--- src/hdl/thermal_monitor_map.vh ---
// Register map, field positions, reset values and timing of the monitor
`ifndef THERMAL_MONITOR_MAP_VH
`define THERMAL_MONITOR_MAP_VH

// Register offsets (byte addresses on the register port)
`define ADDR_PRIMARY_STATUS      8'h02
`define ADDR_GENERAL_CONFIG      8'h03
`define ADDR_GENERAL_CONFIG_ALT  8'h09
`define ADDR_CONV_PERIOD         8'h04
`define ADDR_CONV_PERIOD_ALT     8'h0a
`define ADDR_REMOTE_OT_LIMIT     8'h07
`define ADDR_REMOTE_OT_LIMIT_ALT 8'h0d
`define ADDR_SINGLE_CONV_TRIGGER 8'h0f
`define ADDR_REMOTE_CRIT_LIMIT   8'h19
`define ADDR_LOCAL_SHARED_LIMIT  8'h20
`define ADDR_SHARED_HYSTERESIS   8'h21
`define ADDR_SECONDARY_STATUS    8'h33

// Reset values
`define RST_GENERAL_CONFIG       8'h00
`define RST_CONV_PERIOD          2'h2
`define RST_REMOTE_OT_LIMIT      8'h55
`define RST_REMOTE_CRIT_LIMIT    8'h6e
`define RST_LOCAL_SHARED_LIMIT   8'h55
`define RST_SHARED_HYSTERESIS    5'h0a

// general_config fields
`define CFG_STANDBY_BIT          6
`define CFG_REMOTE_CRIT_MASK_BIT 4
`define CFG_REMOTE_OT_MASK_BIT   3
`define CFG_LOCAL_CRIT_MASK_BIT  2
`define CFG_LOCAL_OT_MASK_BIT    1
`define CFG_WRITABLE_MASK        8'h5e

// primary_status fields
`define STAT_BUSY_BIT            7
`define STAT_REMOTE_OT_BIT       4
`define STAT_DIODE_FAULT_BIT     2
`define STAT_REMOTE_CRIT_BIT     1
`define STAT_LOCAL_BIT           0

// secondary_status fields
`define STAT2_NOT_READY_BIT      7

// Conversion rate codes
`define RATE_CONTINUOUS          2'h0
`define RATE_364MS               2'h1
`define RATE_1S                  2'h2
`define RATE_2500MS              2'h3

// Result values forced while the remote diode is faulty, and the signed clamp value
`define FAULT_UNSIGNED_RESULT    8'h00
`define FAULT_SIGNED_RESULT      8'h80
`define SIGNED_MAX_RESULT        8'h7f

// Times in microseconds and the clock rate in MHz
`define CLK_MHZ                  10
`define CONV_FAULT_US            33000
`define CONV_DIODE_US            63000
`define PERIOD_364MS_US          364000
`define PERIOD_1S_US             1000000
`define PERIOD_2500MS_US         2500000
`define POWER_UP_US              30000

// Channel indices of the alarm comparators
`define CH_REMOTE_OT             0
`define CH_REMOTE_CRIT           1
`define CH_LOCAL                 2
`define NUM_CH                   3

`endif

--- src/hdl/alarm_hysteresis.v ---
// One temperature limit comparator with hysteresis release
`timescale 1ns/1ps
module alarm_hysteresis (
  input  wire       clk,
  input  wire       sys_rst,
  input  wire       update,
  input  wire [7:0] temp,
  input  wire [7:0] limit,
  input  wire [4:0] hyst,
  output reg        alarm
);
  wire [8:0] release_level;

  // Saturate at zero so a small limit cannot wrap to a huge release point
  assign release_level = ({1'b0, limit} > {4'h0, hyst}) ?
                         ({1'b0, limit} - {4'h0, hyst}) : 9'h000;

  always @(posedge clk) begin
    if (sys_rst) begin
      alarm <= 1'b0;
    end else if (update) begin
      if (temp > limit)
        alarm <= 1'b1;
      else if ({1'b0, temp} < release_level)
        alarm <= 1'b0;
    end
  end
endmodule

--- src/hdl/conversion_scheduler.v ---
// Conversion timing: continuous, periodic and one-shot conversions
`timescale 1ns/1ps
`include "thermal_monitor_map.vh"
module conversion_scheduler #(
  parameter CONV_FAULT_CYC = `CONV_FAULT_US * `CLK_MHZ,
  parameter CONV_DIODE_CYC = `CONV_DIODE_US * `CLK_MHZ,
  parameter P364_CYC       = `PERIOD_364MS_US * `CLK_MHZ,
  parameter P1S_CYC        = `PERIOD_1S_US * `CLK_MHZ,
  parameter P2500_CYC      = `PERIOD_2500MS_US * `CLK_MHZ
) (
  input  wire       clk,
  input  wire       sys_rst,
  input  wire       enable,
  input  wire       standby,
  input  wire       one_shot,
  input  wire [1:0] rate,
  input  wire       diode_fault,
  output reg        busy,
  output reg        conv_done
);
  localparam ST_IDLE = 2'h0;
  localparam ST_CONV = 2'h1;
  localparam ST_WAIT = 2'h2;

  reg  [1:0]  state;
  reg  [24:0] cnt;
  reg         from_shot;
  reg  [24:0] conv_len;
  reg  [24:0] period;

  always @* begin
    conv_len = diode_fault ? CONV_FAULT_CYC[24:0] : CONV_DIODE_CYC[24:0];
    case (rate)
      `RATE_364MS:  period = P364_CYC[24:0];
      `RATE_1S:     period = P1S_CYC[24:0];
      `RATE_2500MS: period = P2500_CYC[24:0];
      default:      period = conv_len;
    endcase
  end

  always @(posedge clk) begin
    if (sys_rst) begin
      state     <= ST_IDLE;
      cnt       <= 25'h0000000;
      busy      <= 1'b0;
      conv_done <= 1'b0;
      from_shot <= 1'b0;
    end else begin
      conv_done <= 1'b0;
      case (state)
        ST_IDLE: begin
          cnt <= 25'h0000000;
          if (enable && standby && one_shot) begin
            state     <= ST_CONV;
            busy      <= 1'b1;
            from_shot <= 1'b1;
          end else if (enable && !standby) begin
            state     <= ST_CONV;
            busy      <= 1'b1;
            from_shot <= 1'b0;
          end
        end
        ST_CONV: begin
          cnt <= cnt + 25'h0000001;
          // A started conversion always completes, even on entering standby
          if (cnt >= conv_len - 25'h0000001) begin
            busy      <= 1'b0;
            conv_done <= 1'b1;
            state     <= (from_shot || standby) ? ST_IDLE : ST_WAIT;
          end
        end
        ST_WAIT: begin
          cnt <= cnt + 25'h0000001;
          if (standby) begin
            state <= ST_IDLE;
          end else if (cnt >= period - 25'h0000001) begin
            cnt   <= 25'h0000000;
            state <= ST_CONV;
            busy  <= 1'b1;
          end
        end
        default: begin
          state <= ST_IDLE;
          busy  <= 1'b0;
        end
      endcase
    end
  end
endmodule

--- src/hdl/thermal_monitor_control_regs.v ---
// Control, status and limit registers of the temperature monitor
//
// Behaviour
// - Config bits 4..1 mask remote crit, remote OT, local crit, local OT.
// - Config resets to zero; bits 7, 5, 0 read zero.
// - Config bit 6 high means standby, low means continual conversions.
// - A write to 0Fh in standby starts one conversion unless one is already running.
// - Rate bits 1:0 select continuous, 0.364, 1 or 2.5 s; reset 02h.
// - Continuous cycle is 33 ms with diode fault, 63 ms otherwise.
// - Config, rate and remote OT limit also reachable at alternate addresses.
// - Status bit 7 reads one while a conversion runs.
// - Status bit 4 shows the remote overtemperature alarm.
// - Status bit 1 shows the remote critical alarm.
// - Status bit 0 shows the shared local alarm.
// - Status bit 2 flags a missing or faulty remote diode.
// - On diode fault unsigned result reads 0, signed reads -128.
// - Status bits 6, 5 and 3 read zero.
// - Second status bit 7 reads one until 30 ms power-up ends.
// - Second status bit 6 free, bits 5..0 read zero.
// - Remote OT limit is unsigned 1 degree per count, reset 55h.
// - Local limit at 20h is shared by both local alarms, reset 55h.
// - Remote critical limit at 19h, unsigned, reset 6Eh.
// - Hysteresis at 21h holds 5 bits, upper bits zero, reset 0Ah.
`timescale 1ns/1ps
`include "thermal_monitor_map.vh"
module thermal_monitor_control_regs #(
  parameter CONV_FAULT_CYC = `CONV_FAULT_US * `CLK_MHZ,
  parameter CONV_DIODE_CYC = `CONV_DIODE_US * `CLK_MHZ,
  parameter P364_CYC       = `PERIOD_364MS_US * `CLK_MHZ,
  parameter P1S_CYC        = `PERIOD_1S_US * `CLK_MHZ,
  parameter P2500_CYC      = `PERIOD_2500MS_US * `CLK_MHZ,
  parameter POWER_UP_CYC   = `POWER_UP_US * `CLK_MHZ
) (
  input  wire       clk,
  input  wire       sys_rst,
  input  wire [7:0] reg_addr,
  input  wire       reg_wr,
  input  wire [7:0] reg_wdata,
  input  wire       reg_rd,
  output reg  [7:0] reg_rdata,
  input  wire [7:0] remote_temp,
  input  wire [7:0] local_temp,
  input  wire       diode_fault_pin,
  output wire       conv_busy,
  output reg  [7:0] remote_unsigned_result,
  output reg  [7:0] remote_signed_result,
  output reg  [7:0] local_result,
  output reg        critical_alarm_output_n,
  output reg        overtemp_alarm_output_n
);
  reg  [7:0]  general_config;
  reg  [1:0]  conversion_period;
  reg  [7:0]  remote_overtemp_limit;
  reg  [7:0]  remote_critical_limit;
  reg  [7:0]  local_shared_limit;
  reg  [4:0]  shared_hysteresis;
  reg         fault_meta;
  reg         fault_sync;
  reg  [24:0] pwr_cnt;
  reg         not_ready;
  reg         one_shot;
  reg  [7:0]  next_rdata;

  wire        standby;
  wire        conv_done;
  wire [23:0] ch_temp;
  wire [23:0] ch_limit;
  wire [2:0]  ch_alarm;
  wire        remote_overtemp_flag;
  wire        remote_critical_flag;
  wire        local_alarm_flag;
  wire [7:0]  primary_status;
  wire [7:0]  secondary_status;

  wire wr_cfg;
  wire wr_rate;
  wire wr_rot;

  assign standby = general_config[`CFG_STANDBY_BIT];

  // both aliases decode to one register
  assign wr_cfg  = reg_wr && (reg_addr == `ADDR_GENERAL_CONFIG ||
                              reg_addr == `ADDR_GENERAL_CONFIG_ALT);
  assign wr_rate = reg_wr && (reg_addr == `ADDR_CONV_PERIOD ||
                              reg_addr == `ADDR_CONV_PERIOD_ALT);
  assign wr_rot  = reg_wr && (reg_addr == `ADDR_REMOTE_OT_LIMIT ||
                              reg_addr == `ADDR_REMOTE_OT_LIMIT_ALT);

  // Diode fault comes from the analog front end, outside this clock
  always @(posedge clk) begin
    if (sys_rst) begin
      fault_meta <= 1'b0;
      fault_sync <= 1'b0;
    end else begin
      fault_meta <= diode_fault_pin;
      fault_sync <= fault_meta;
    end
  end

  always @(posedge clk) begin
    if (sys_rst) begin
      pwr_cnt   <= 25'h0000000;
      not_ready <= 1'b1;
    end else if (not_ready) begin
      pwr_cnt <= pwr_cnt + 25'h0000001;
      if (pwr_cnt >= POWER_UP_CYC[24:0] - 25'h0000001)
        not_ready <= 1'b0;
    end
  end

  always @(posedge clk) begin
    if (sys_rst) begin
      general_config        <= `RST_GENERAL_CONFIG;
      conversion_period     <= `RST_CONV_PERIOD;
      remote_overtemp_limit <= `RST_REMOTE_OT_LIMIT;
      remote_critical_limit <= `RST_REMOTE_CRIT_LIMIT;
      local_shared_limit    <= `RST_LOCAL_SHARED_LIMIT;
      shared_hysteresis     <= `RST_SHARED_HYSTERESIS;
      one_shot              <= 1'b0;
    end else begin
      one_shot <= 1'b0;
      if (wr_cfg)
        general_config <= reg_wdata & `CFG_WRITABLE_MASK;
      if (wr_rate)
        conversion_period <= reg_wdata[1:0];
      if (wr_rot)
        remote_overtemp_limit <= reg_wdata;
      if (reg_wr && reg_addr == `ADDR_REMOTE_CRIT_LIMIT)
        remote_critical_limit <= reg_wdata;
      if (reg_wr && reg_addr == `ADDR_LOCAL_SHARED_LIMIT)
        local_shared_limit <= reg_wdata;
      if (reg_wr && reg_addr == `ADDR_SHARED_HYSTERESIS)
        shared_hysteresis <= reg_wdata[4:0];
      if (reg_wr && reg_addr == `ADDR_SINGLE_CONV_TRIGGER)
        one_shot <= 1'b1;
    end
  end

  // Conversions only start once the power-up sequence is over
  conversion_scheduler #(
    .CONV_FAULT_CYC (CONV_FAULT_CYC),
    .CONV_DIODE_CYC (CONV_DIODE_CYC),
    .P364_CYC       (P364_CYC),
    .P1S_CYC        (P1S_CYC),
    .P2500_CYC      (P2500_CYC)
  ) u_sched (
    .clk         (clk),
    .sys_rst     (sys_rst),
    .enable      (~not_ready),
    .standby     (standby),
    .one_shot    (one_shot),
    .rate        (conversion_period),
    .diode_fault (fault_sync),
    .busy        (conv_busy),
    .conv_done   (conv_done)
  );

  // A faulty diode measures as zero degrees, so its remote alarms release
  assign ch_temp  = {local_temp,
                     fault_sync ? `FAULT_UNSIGNED_RESULT : remote_temp,
                     fault_sync ? `FAULT_UNSIGNED_RESULT : remote_temp};
  // one local limit serves both local alarms
  assign ch_limit = {local_shared_limit, remote_critical_limit,
                     remote_overtemp_limit};

  genvar ch;
  generate
    for (ch = 0; ch < `NUM_CH; ch = ch + 1) begin : g_ch
      alarm_hysteresis u_cmp (
        .clk     (clk),
        .sys_rst (sys_rst),
        .update  (conv_done),
        .temp    (ch_temp[ch*8 +: 8]),
        .limit   (ch_limit[ch*8 +: 8]),
        .hyst    (shared_hysteresis),
        .alarm   (ch_alarm[ch])
      );
    end
  endgenerate

  assign remote_overtemp_flag = ch_alarm[`CH_REMOTE_OT];
  assign remote_critical_flag = ch_alarm[`CH_REMOTE_CRIT];
  assign local_alarm_flag     = ch_alarm[`CH_LOCAL];

  always @(posedge clk) begin
    if (sys_rst) begin
      remote_unsigned_result  <= `FAULT_UNSIGNED_RESULT;
      remote_signed_result    <= `FAULT_UNSIGNED_RESULT;
      local_result            <= `FAULT_UNSIGNED_RESULT;
      critical_alarm_output_n <= 1'b1;
      overtemp_alarm_output_n <= 1'b1;
    end else begin
      if (conv_done) begin
        local_result <= local_temp;
        if (fault_sync) begin
          remote_unsigned_result <= `FAULT_UNSIGNED_RESULT;
          remote_signed_result   <= `FAULT_SIGNED_RESULT;
        end else begin
          remote_unsigned_result <= remote_temp;
          // Signed range tops out at 127, so clamp rather than wrap
          remote_signed_result   <= remote_temp[7] ? `SIGNED_MAX_RESULT :
                                                     remote_temp;
        end
      end
      // a one in a mask bit silences that channel
      critical_alarm_output_n <= ~(
        (remote_critical_flag &
         ~general_config[`CFG_REMOTE_CRIT_MASK_BIT]) |
        (local_alarm_flag &
         ~general_config[`CFG_LOCAL_CRIT_MASK_BIT]));
      overtemp_alarm_output_n <= ~(
        (remote_overtemp_flag &
         ~general_config[`CFG_REMOTE_OT_MASK_BIT]) |
        (local_alarm_flag &
         ~general_config[`CFG_LOCAL_OT_MASK_BIT]));
    end
  end

  assign primary_status = {conv_busy, 2'b00, remote_overtemp_flag, 1'b0,
                           fault_sync, remote_critical_flag,
                           local_alarm_flag};
  assign secondary_status = {not_ready, 7'h00};

  always @* begin
    case (reg_addr)
      `ADDR_PRIMARY_STATUS:      next_rdata = primary_status;
      `ADDR_GENERAL_CONFIG,
      `ADDR_GENERAL_CONFIG_ALT:  next_rdata = general_config;
      `ADDR_CONV_PERIOD,
      `ADDR_CONV_PERIOD_ALT:     next_rdata = {6'h00, conversion_period};
      `ADDR_REMOTE_OT_LIMIT,
      `ADDR_REMOTE_OT_LIMIT_ALT: next_rdata = remote_overtemp_limit;
      `ADDR_REMOTE_CRIT_LIMIT:   next_rdata = remote_critical_limit;
      `ADDR_LOCAL_SHARED_LIMIT:  next_rdata = local_shared_limit;
      `ADDR_SHARED_HYSTERESIS:   next_rdata = {3'h0, shared_hysteresis};
      `ADDR_SECONDARY_STATUS:    next_rdata = secondary_status;
      // Write-only trigger and unmapped addresses read zero
      default:                   next_rdata = 8'h00;
    endcase
  end

  always @(posedge clk) begin
    if (sys_rst)
      reg_rdata <= 8'h00;
    else if (reg_rd)
      reg_rdata <= next_rdata;
  end
endmodule

--- config.mk ---
export PLATFORM = sky130hd
export DESIGN_NAME = thermal_monitor_control_regs
export DESIGN_NICKNAME = d
export VERILOG_FILES = /design/src/hdl/alarm_hysteresis.v /design/src/hdl/conversion_scheduler.v /design/src/hdl/thermal_monitor_control_regs.v
export VERILOG_INCLUDE_DIRS = /design/src /design/src/hdl
export SDC_FILE = /design/constraint.sdc
export NUM_CORES = 1
export LEC_CHECK = 0
export BUFFER_PORTS_ARGS = -buffer_cell sky130_fd_sc_hd__buf_2
export CAP_MARGIN = 25
export CORE_MARGIN = 4
export CORE_UTILIZATION = 50
export DETAILED_ROUTE_END_ITERATION = 10
export HOLD_SLACK_MARGIN = 0.05
export PLACE_DENSITY_LB_ADDON = 0.15
export SYNTH_ARGS = -nofsm -noshare
export SYNTH_HDL_FRONTEND = slang
export SYNTH_SLANG_ARGS = --single-unit
export TNS_END_PERCENT = 20
--- constraint.sdc ---
create_clock -name clk -period 8.4 [get_ports clk]
set_input_delay 0 -clock clk [delete_from_list [all_inputs] [get_ports clk]]
set_output_delay 0 -clock clk [all_outputs]
set_load 0.05 [all_outputs]
Word-level counts from Yosys, hierarchy flattened

Cells that the tools add are included.

$add $sub $neg: 7
Order comparisons: 12
Eq/ne operators: 22
Mux-type cells: 37
Bitwise operators: 14
Reductions and logical operators: 31

Operators with widths:

| cell                    | count |
|---|---|
| $pmux W25 S3            | 2 |
| $pmux W8 S8             | 1 |
| $add A25 B1 Y25 const B | 2 |
| $ge A25 B25 Y1          | 2 |
| $mux W25                | 2 |
| $sub A25 B1 Y25 const B | 2 |
| $eq A8 B4 Y1 const B    | 4 |
| $lt A8 B9 Y1            | 3 |
| $mux W9                 | 3 |
| $sub A8 B5 Y9           | 3 |
| $ge A25 B19 Y1 const B  | 1 |
| $eq A8 B6 Y1 const B    | 3 |
| $gt A8 B5 Y1            | 3 |
| $gt A8 B8 Y1            | 3 |
| $mux W20                | 1 |
| $mux W1                 | 17 |
| $eq A8 B2 Y1 const B    | 2 |
| $eq A8 B3 Y1 const B    | 2 |
| $mux W8                 | 2 |
| $mux W2                 | 6 |
| $logic_and A1 B1 Y1     | 10 |
| $eq A8 B5 Y1 const B    | 1 |
| $not A1 Y1              | 8 |
| $reduce_and A2 Y1       | 4 |
| 19 further kinds        | 36 |

Bits in registers: 132
Output and inout bits: 35

Logic depth before layout (Yosys ltp)

Gate-level depths: netlist (run 1).

Word-level depth: 7
Gate-level depth with buffers: 17
Gate-level depth less buffers: 17

By module

Synthesis (run 1) repeated with hierarchy kept, for this count alone.

Cell total of the unflattened synthesis: 1134
Area, all modules: 9173.8 sq um

By module, submodules not included:

| module                       | times used | cells each | area each (sq um) | seq. area each (sq um) |
|---|---|---|---|---|
| thermal_monitor_control_regs | 1          | 508        | 4439.3            | 1981.9 |
| conversion_scheduler         | 1          | 344        | 2572.5            | 600.6 |
| alarm_hysteresis             | 3          | 94         | 720.7             | 20.0 |

Worst setup path after synthesis (run 1)

OpenSTA, ideal clock, no wires.

Path kind: reg-to-reg
Start point: register conversion_period[1]
End point: register u_sched.cnt[10]
Library setup time: 0.072 ns
Data arrival time: 3.280 ns
Setup slack: 5.049 ns
Stages on the path, launching flop included: 16
Period minus slack after synthesis: 3.351 ns
Cells stage by stage: dfxtp_1 -> inv_1 -> ha_1 -> or2_2 -> or3_1 -> nor2_1 -> a21oi_1 -> ha_1 -> nand4_1 -> nor2_1 -> a2111oi_2 -> o22ai_2 -> nor4b_4 -> buf_6 -> a21oi_1 -> mux2i_1

Cells in the longest elaborated chain, start to end: 7

RTL lines:

| element                                      | RTL line                           | text |
|---|---|---|
| from (decl)                                  | thermal_monitor_control_regs.v:52  | `reg [1:0] conversion_period;` |
| from (signal assigned)                       | thermal_monitor_control_regs.v:114 | `` conversion_period <= `RST_CONV_PERIOD; `` |
| from (signal assigned)                       | thermal_monitor_control_regs.v:125 | `conversion_period <= reg_wdata[1:0];` |
| $eq A2 B2 Y1 or $eq A2 B1 Y1 (tied branches) | conversion_scheduler.v:33          | `case (rate)` |
| $pmux W25 S3 *                               | conversion_scheduler.v:33          |  |
| $sub A25 B1 Y25 *                            | conversion_scheduler.v:76          | `end else if (cnt >= period - 25'h0000001) begin` |
| $ge A25 B25 Y1 *                             | conversion_scheduler.v:76          |  |
| $mux W25 *                                   | conversion_scheduler.v:76          |  |
| $mux W25 *                                   | conversion_scheduler.v:74          | `if (standby) begin` |
| $pmux W25 S3 *                               | conversion_scheduler.v:50          | `case (state)` |
| to (signal assigned)                         | conversion_scheduler.v:64          | `cnt <= cnt + 25'h0000001;` |
| to (signal assigned)                         | conversion_scheduler.v:73          | `cnt <= cnt + 25'h0000001;` |
| to (decl)                                    | conversion_scheduler.v:26          | `reg [24:0] cnt;` |

Every way passes the cells marked *; elsewhere a longest branch is shown, timed or not.
A chain may end at the register's enable or synchronous reset.

Worst setup path after layout (run 1)

Start point: register conversion_period[0]
End point: register u_sched.cnt[4]

Same word-level chain as after synthesis.

==> results.yml, run 1 <==
outcome:
  status: "finished, final reports clean"
floorplan:
  die-area_mm2: 0.0199
  io_pins: 72
  start_util_pct: 51.1
  rows: 48
  die_w_um: 141
  die_h_um: 141
  coreArea_mm2: 0.0173
detailed_routing:
  drtIter0Drc: 720
  avgRoutedWirePerCell_um: 16.6
  dr.pass1.iters: 5
  drc: 0
  postRouteWirelength_um: 23300
  num_vias: 8176
  met2_length_um: 9920
  wl_met1_um: 11400
  top_layer: "met4"
  via_per_inst: 5.82
  wl_met3_um: 1510
  ant_nets: 0
critical_path:
  critical_path_class: "flip-flop to flip-flop"
  critPathRequiredTime_ps: 8750
  ff2ff_path_depth: 14
  crit_path_end_kind: "flip-flop"
  crit_fanout: 19
  worstSetupStartpointType: "flip-flop"
  r2r-start: "conversion_period[0]"
  r2r_end: "u_sched.cnt[4]"
  ff2ff_setup_slack_ps: 4370
  arrival_ps: 4380
layout:
  nets: 1310
  n_fill_cell: 1569
  drive_gt1_share_pct: 11.2
  layoutNonFillerInstCount: 1404
  diodes: 0
  fin_area_mm2: 0.0103
  area_growth_pct: 16.1
global_routing:
  antenna_found_initial: 0
  grt_pass1_wl_um: 37900
  globalRouteOverflowTotal: 0
  grt_usage_pct: 23.3
  grt_max_degree: 94
  grt_pass1_vias: 7442
job:
  max-cap-violations: 0
power_and_ir_drop:
  power_density_mw_per_mm2: 153
  vdd_drop_max_mv: 0.144
  p_leak_nw: 4.36
yosys:
  syn_avg_cell_area_um2: 8.16
  synth_fp_nets: 1227
  synth_cell_type_count: 71
  ys_seq_elements: 132
  ys.flop_type: "dfxtp_1"
  yosysSeqAreaShare_pct: 29.9
  yosysWarnings: 0
  synth_area_mm2: 0.00883
  synth.most_common_cell: "dfxtp_1"
  synth_top_area_share_pct: 29.9
  async_flop_share_pct: 0
  netlist_top_cells_count: "dfxtp_1, nor2_1, ha_1"
  yosys.area.top_type: "dfxtp_1"
  synth-edff-count: 0
  synth.area.top_cells: "dfxtp_1, ha_1, nor2_1"
  syn_inst: 1083
clock_network:
  cts-buffers-inserted: 17
  cts.sinks: 132
  postCtsSetupBuffers: 0
  clk_latency_ps: 420
  clkSlewWorstSetupHoldPaths_ps: 60
  cts_root_buf: "clkbuf_16"
  cts_max_path_buffers: 2
  cts_hold_buf: 27
  cts_max_level: 4
  post_cts_resized: 0
  cts_tree: "done"
timing:
  hold_viol: 0
  fin_skew_ps: 6.66
  max_slew_margin_pct: 30.6
  rsz0062_at_grt: "false"
  setup_tns_ps: 0
  finalSetupViolations: 0
  drv_slew: 0
  fin_crit_ps: 4030
  fin_crit_sh_pct: 48.0
  max_freq_mhz: 248
  worst_slew_pin_slew_ps: 1040
min_path:
  hold_end: "remote_signed_result[0]"
  min_path_cells: 4
  worstHoldPathType: "input pin to flip-flop"
  min_from: "remote_temp[0]"
place:
  place_area_mm2: 0.00935
  dp_hpwl_um: 16600
  place.gp.congestion: 0.904
  io_buffer_count: 71
  dpl.cell_count: 1345
-- routing by layer --
metal	track usage (%)	up-vias
li1	-	4071
met4	7.55	0
met2	34.7	273
met5	0	-
met3	4.38	43
met1	33.9	3789
-- area by class of cell --
class	count	area (um2)	area share (%)
timing repair buffer	103	666	6.49
inverter	81	304	2.96
multi-input combinational	831	5730	55.9
clock inverter	15	206	2.01
sequential	132	2640	25.8
clock buffer	17	425	4.15
tap	225	282	2.75
-- sequential cells by signal (all words and copies together), names as in the netlist, 3 cells and up --
register	cells
reg_rdata	8
local_shared_limit	8
g_ch.u_cmp.alarm	3
remote_critical_limit	8
pwr_cnt	25
shared_hysteresis	5
local_result	8
remote_unsigned_result	8
general_config	5
remote_overtemp_limit	8
remote_signed_result	8
u_sched.cnt	25
-- report_power, final --
| part | switching (mW) | internal (mW) |
|---|---|---|
| Clock | 0.301 | 0.499 |
| Combinational | 0.0790 | 0.0507 |
| Sequential | 0.00694 | 0.631 |
| Total | 0.387 | 1.18 |
-- worst max-delay path by stage --
stage / slack [ps] / startpoint / to
floorplan: 5050 / conversion_period[1] / u_sched.cnt[10]
global placement: 4490 / conversion_period[1] / u_sched.cnt[20]
detailed placement: 4420 / conversion_period[0] / u_sched.cnt[4]
CTS: 4390 / conversion_period[0] / u_sched.cnt[24]
global route: 4020 / conversion_period[0] / u_sched.cnt[24]
finish: 4370 / conversion_period[0] / u_sched.cnt[4]
-- worst max-delay path, cell delays in order, from the launching register on --
cell,delay (ps)
dfxtp_1,460
inv_1,140
ha_1,360
inv_1,90
and3_1,180
a21oi_1,150
o2bb2ai_1,90
ha_1,310
a21oi_1,140
o21ai_0,100
a221oi_1,450
a21boi_1,230
nor4b_4,870
a21oi_1,170
o21ai_0,200
-- per-stage QoR --
step           setup WS (ps)  hold slack (ps)  util, %  total power, mW
2_1_floorplan           5050              118        -            0.729
3_3_place_gp            4490              234     54.1            0.769
3_5_place_dp            4420              229     54.1            0.770
4_1_cts                 4390             78.6     59.3             1.58
5_1_grt                 4020              137     59.3             1.62
6_report                4370              109     59.3             1.57
-- placed cells by master, fill, tap and decap left out, types with 5 or more instances in the layout --
| cell | n |
|---|---|
| xor2_1 | 17 |
| a32oi_1 | 5 |
| buf_2 | 70 |
| o211ai_1 | 6 |
| xnor2_1 | 20 |
| mux2_2 | 5 |
| nor2_1 | 128 |
| a222oi_1 | 5 |
| mux2i_1 | 33 |
| a21oi_1 | 74 |
| a22oi_1 | 7 |
| a211o_1 | 13 |
| nand2_1 | 88 |
| o21ai_1 | 6 |
| o21ai_0 | 32 |
| nand3_1 | 49 |
| clkbuf_16 | 17 |
| buf_4 | 6 |
| nand4_1 | 30 |
| o31ai_1 | 8 |
| nand2b_1 | 13 |
| a211oi_1 | 13 |
| nor2b_1 | 20 |
| nor3_1 | 12 |
| a21o_1 | 22 |
| and3_1 | 15 |
| ha_1 | 104 |
| nand3b_1 | 9 |
| dfxtp_1 | 131 |
| nor4_1 | 11 |
| a221o_1 | 6 |
| inv_1 | 81 |
| a31oi_1 | 10 |
| dlygate4sd3_1 | 27 |
| or3_1 | 5 |
-- cell families after synthesis --
family,share of synthesized area [%]
compound gates,18.0
xor+xnor,3.67
fa+ha+maj,15.4
buf+inv,5.34
flops,29.9
mux,4.38
simple gates,23.3
(Power assumes the default switching activity.)
==> inputs of run 2 (changes only) <==
- clock period: 8.4 -> 4 ns (I/O delays scaled with it)
==> run 2 against run 1 <==
Non-clock buffer count increased by 5; largest cell class unchanged; count of clock-buffer cells in the layout increased by 4; critical endpoint unchanged; combinational power increased by 110%; first-iteration DRC count decreased by 17%; die area unchanged; sequential share of layout area decreased by 0.11 points; fmax increased by 11%; cell area increased by 0.42%; utilization increased by 0.25 points; sequential power increased by 110%.
==> results.yml, run 2 (synthesis gave the netlist of run 1 again) <==
floorplan:
  die_w_um: 141
  io_pins: 72
  die-area_mm2: 0.0199
  rows: 48
  coreArea_mm2: 0.0173
  start_util_pct: 51.1
  die_h_um: 141
layout:
  drive_gt1_share_pct: 11.6
  area_growth_pct: 16.6
  nets: 1315
  diodes: 0
  fin_area_mm2: 0.0103
  n_fill_cell: 1581
  mostFrequentLayoutCell: "dfxtp_1"
  top_regs: "pwr_cnt x25, u_sched.cnt x25"
  final_cell_mix: "dfxtp_1, nor2_1, ha_1, nand2_1, inv_1"
  final_util_pct: 59.5
timing:
  worst_slew_pin_slew_ps: 1020
  drv_slew: 0
  hold_ws_ps: 68.6
  setup_tns_ps: 0
  fin_skew_ps: 10.5
  finalSetupViolations: 0
  fin_crit_ps: 3630
  fin_crit_sh_pct: 90.6
  rsz0062_at_grt: "false"
  max_slew_margin_pct: 31.0
  hold_viol: 0
  max_freq_mhz: 276
global_routing:
  antenna_found_initial: 0
  grt_pass1_wl_um: 38200
  grt_max_degree: 95
  globalRouteOverflowTotal: 0
  grt_usage_pct: 23.5
  grt_pass1_vias: 7395
power_and_ir_drop:
  p_leak_nw: 4.40
  power_density_mw_per_mm2: 321
  vdd_drop_max_mv: 0.287
critical_path:
  path_buf_inv: 3
  crit_path_end_kind: "flip-flop"
  worstSetupStartpointType: "flip-flop"
  cp_cell_sequence: "inv_1, ha_1, inv_1, and3_1, a21oi_1, o21ai_0, ha_1, a21oi_1, o21ai_0, a221oi_2, a21boi_1, nor4b_4, buf_4, a21oi_1, o21ai_0"
  cpLargestDelayFamily: "compound AO/OA/AOI/OAI gates"
  slowest_delay_ps: 450
  worst_path_max_delay_cell: "dfxtp_1"
  arrival_ps: 3970
  crit_fanout: 19
  critPathRequiredTime_ps: 4350
  critical_path_class: "flip-flop to flip-flop"
place:
  dp_hpwl_um: 16600
  io_buffer_count: 71
  place.gp.congestion: 0.909
  place_area_mm2: 0.00940
detailed_routing:
  avgRoutedWirePerCell_um: 16.4
  num_vias: 8085
  postRouteWirelength_um: 23000
  drtIter0Drc: 595
  drc: 0
  via_per_inst: 5.74
  ant_nets: 0
  dr.pass1.iters: 6
clock_network:
  cts_max_path_buffers: 2
  clk_latency_ps: 430
  postCtsSetupBuffers: 0
  cts-buffers-inserted: 17
  cts_max_level: 4
  cts_tree: "done"
  clkSlewWorstSetupHoldPaths_ps: 60
  cts_root_buf: "clkbuf_16"
  cts.sinks: 132
min_path:
  worstHoldPathType: "input pin to flip-flop"
outcome:
  status: "finished, final reports clean"
job:
  max-cap-violations: 0
-- run 2: changes by cell type in the layout (fill, tap and decap cells not counted), sizes merged --
cell         change
buf              +6
clkbuf           +4
clkinv           -2
clkinvlp         -3
dlygate4sd3      -1
inv              +1
-- run 2: report_power, final --
part	total, mW	internal (mW)	switching, mW	leakage (nW)
Combinational	0.275	0.110	0.165	3.02
Clock	1.69	1.08	0.609	0.308
Sequential	1.34	1.32	0.0123	1.07
-- run 2: per-stage QoR --
step / instances / power, mW / worst slack [ps]
floorplan: 1083 / 1.53 / 649
global placement: 1351 / 1.62 / 502
detailed placement: 1351 / 1.62 / 302
CTS: 1409 / 3.33 / 295
global route: 1409 / 3.42 / 49.7
finish: 1409 / 3.30 / 374
-- run 2: what timing repair did --
item                                    CTS  global route
hold buffers                             26             0
hold endpoints to repair                 73             0
endpoints found under the setup margin    0            19
gates resized for setup                   0             1
-- run 2: worst register-to-register path, cell delays in order, from the launching register on --
cell	delay, ps
dfxtp_1	450
inv_1	140
ha_1	360
inv_1	130
and3_1	190
a21oi_1	70
o21ai_0	180
ha_1	270
a21oi_1	120
o21ai_0	140
a221oi_2	450
a21boi_1	220
nor4b_4	270
buf_4	280
a21oi_1	100
o21ai_0	180
-- run 2: cell type report --
cell class | instances | area, um2 | area share, %
inverter | 81 | 304 | 2.95
sequential | 132 | 2640 | 25.7
multi-input combinational | 831 | 5730 | 55.7
clock buffer | 21 | 460 | 4.47
clock inverter | 11 | 173 | 1.68
tap | 225 | 282 | 2.73
timing repair buffer | 108 | 701 | 6.80
-- run 2: per-layer routing --
| layer | wire length [um] | part of all wire, % | track usage [%] |
|---|---|---|---|
| met1 | 11600 | 50 | 35.2 |
| met2 | 9950 | 43 | 34.7 |
| met3 | 1220 | 5.3 | 4.55 |
| met4 | 303 | 1.3 | 5.86 |
| met5 | 0 | 0 | 0 |
-- run 2: final timing paths --
path	cells past startpoint	from	end	slack, ps
hold reg to reg	1	fault_meta	fault_sync	450
hold / removal	4	reg_addr[5]	conversion_period[1]	70
setup reg to reg	15	conversion_period[0]	u_sched.cnt[4]	370
setup / recovery	15	conversion_period[0]	u_sched.cnt[4]	370
==> inputs of run 3 (changes only) <==
- CELL_PAD_IN_SITES_DETAIL_PLACEMENT: unset -> 1
- CELL_PAD_IN_SITES_GLOBAL_PLACEMENT: unset -> 1
- CORE_UTILIZATION: 50 -> 46
==> run 3 against run 2 <==
Clock power fell by 5%; register-to-register slack got worse by 110 ps; utilization fell by 4.8 points; setup slack got worse by 110 ps; total power fell by 2.4%; clock skew fell by 1.4 ps; routed wire length rose by 19%.
==> results.yml, run 3 (synthesis gave the netlist of run 1 again) <==
clock_network:
  clk_latency_ps: 430
  postCtsSetupBuffers: 0
  cts_max_path_buffers: 2
  cts_tree: "done"
  cts_root_buf: "clkbuf_16"
  clkSlewWorstSetupHoldPaths_ps: 60
  cts_max_level: 4
  cts-buffers-inserted: 17
  cts.sinks: 132
critical_path:
  crit_path_end_kind: "flip-flop"
  critPathRequiredTime_ps: 4320
  ff2ff_path_depth: 14
  critical_path_class: "flip-flop to flip-flop"
  arrival_ps: 4060
  worstSetupStartpointType: "flip-flop"
  crit_fanout: 8
timing:
  max_freq_mhz: 267
  drv_slew: 0
  rsz0062_at_grt: "false"
  hold_viol: 0
  setup_tns_ps: 0
  worst_slew_pin_slew_ps: 960
  max_slew_margin_pct: 35.3
  fin_crit_sh_pct: 93.5
  fin_crit_ps: 3740
  finalSetupViolations: 0
  fin_skew_ps: 9.09
  hold_ws_ps: 74.5
min_path:
  worstHoldPathType: "input pin to flip-flop"
  min_path_cells: 4
global_routing:
  grt_max_degree: 93
  grt_pass1_vias: 8682
  globalRouteOverflowTotal: 0
  grt_usage_pct: 25.8
  antenna_found_initial: 0
  grt_pass1_wl_um: 45500
layout:
  top_regs: "pwr_cnt x25, u_sched.cnt x25"
  final_util_pct: 54.8
  n_fill_cell: 2316
  drive_gt1_share_pct: 11.6
  final_cell_mix: "dfxtp_1, nor2_1, ha_1, nand2_1, inv_1"
  nets: 1315
  mostFrequentLayoutCell: "dfxtp_1"
  area_growth_pct: 16.4
  diodes: 0
detailed_routing:
  via_per_inst: 5.94
  drc: 0
  drtIter0Drc: 597
  dr.pass1.iters: 7
  ant_nets: 0
  num_vias: 8430
  postRouteWirelength_um: 27400
  avgRoutedWirePerCell_um: 19.3
place:
  io_buffer_count: 71
  dp_hpwl_um: 19800
  place.gp.congestion: 0.875
floorplan:
  start_util_pct: 47.1
  io_pins: 72
  coreArea_mm2: 0.0188
  die_w_um: 147
  die_h_um: 147
  rows: 50
  die-area_mm2: 0.0215
power_and_ir_drop:
  power_density_mw_per_mm2: 313
  vdd_drop_max_mv: 0.307
  p_leak_nw: 4.38
  pwr-share-clk_pct: 49.7
  p_seq_share_pct: 41.5
  power_switching_uw: 819
  swShare_pct: 25.4
  p_comb_share_pct: 8.8
  power.internal_mw: 2.40
job:
  max-cap-violations: 0
outcome:
  status: "finished, final reports clean"
## run 3: worst paths after layout
check,startpoint,to,slack (ps)
max,conversion_period[1],u_sched.cnt[12],260
min,reg_addr[7],conversion_period[1],70
max reg2reg,conversion_period[1],u_sched.cnt[12],260
min reg2reg,reg_rdata[1],reg_rdata[1],470
## run 3: power by group through the flow
stage	clock, mW	combinational (mW)	sequential, mW
global placement	0	0.251	1.37
global route	1.69	0.316	1.34
detailed placement	0	0.259	1.37
CTS	1.62	0.281	1.34
finish	1.60	0.283	1.34
floorplan	0	0.162	1.37
## run 3: worst max-delay path: stages, from the launching register on
cell	delay, ps
dfxtp_1	440
inv_1	140
ha_1	210
or2_2	320
or3_1	340
nor2_1	110
a21oi_1	50
ha_1	290
nand4_1	130
nor2_1	80
a2111oi_2	520
o22ai_2	210
nor2_2	310
nand3_1	150
o41ai_1	340
## run 3: per-layer routing
layer / vias up / share of wire, % / global-route usage [%]
met1: 4067 / 47 / 35.6
met4: 0 / 2.2 / 8.14
met3: 46 / 5.1 / 3.82
met5: - / 0 / 0
met2: 237 / 45 / 41.7
li1: 4080 / - / -
## run 3: area by class of cell
class / instances / area (um2) / area share [%]
sequential: 132 / 2640 / 25.7
clock inverter: 11 / 125 / 1.22
multi-input combinational: 831 / 5730 / 55.8
timing repair buffer: 108 / 709 / 6.90
inverter: 81 / 304 / 2.96
clock buffer: 21 / 470 / 4.58
tap: 234 / 293 / 2.85
## run 3: timing repair
action | in CTS | in global routing
gates resized for setup | 0 | 1
hold endpoints to repair | 69 | 0
hold buffers | 27 | 0
endpoints found under the setup margin | 0 | 10
## run 3: per-stage QoR
step	instance area, um2	power [mW]	worst slack, ps	std cells
4_1_cts	10300	3.24	253	1417
2_1_floorplan	8830	1.53	649	1083
5_1_grt	10300	3.34	29.2	1418
3_5_place_dp	9390	1.63	272	1358
6_report	10300	3.22	260	1418
3_3_place_gp	9390	1.62	437	1358
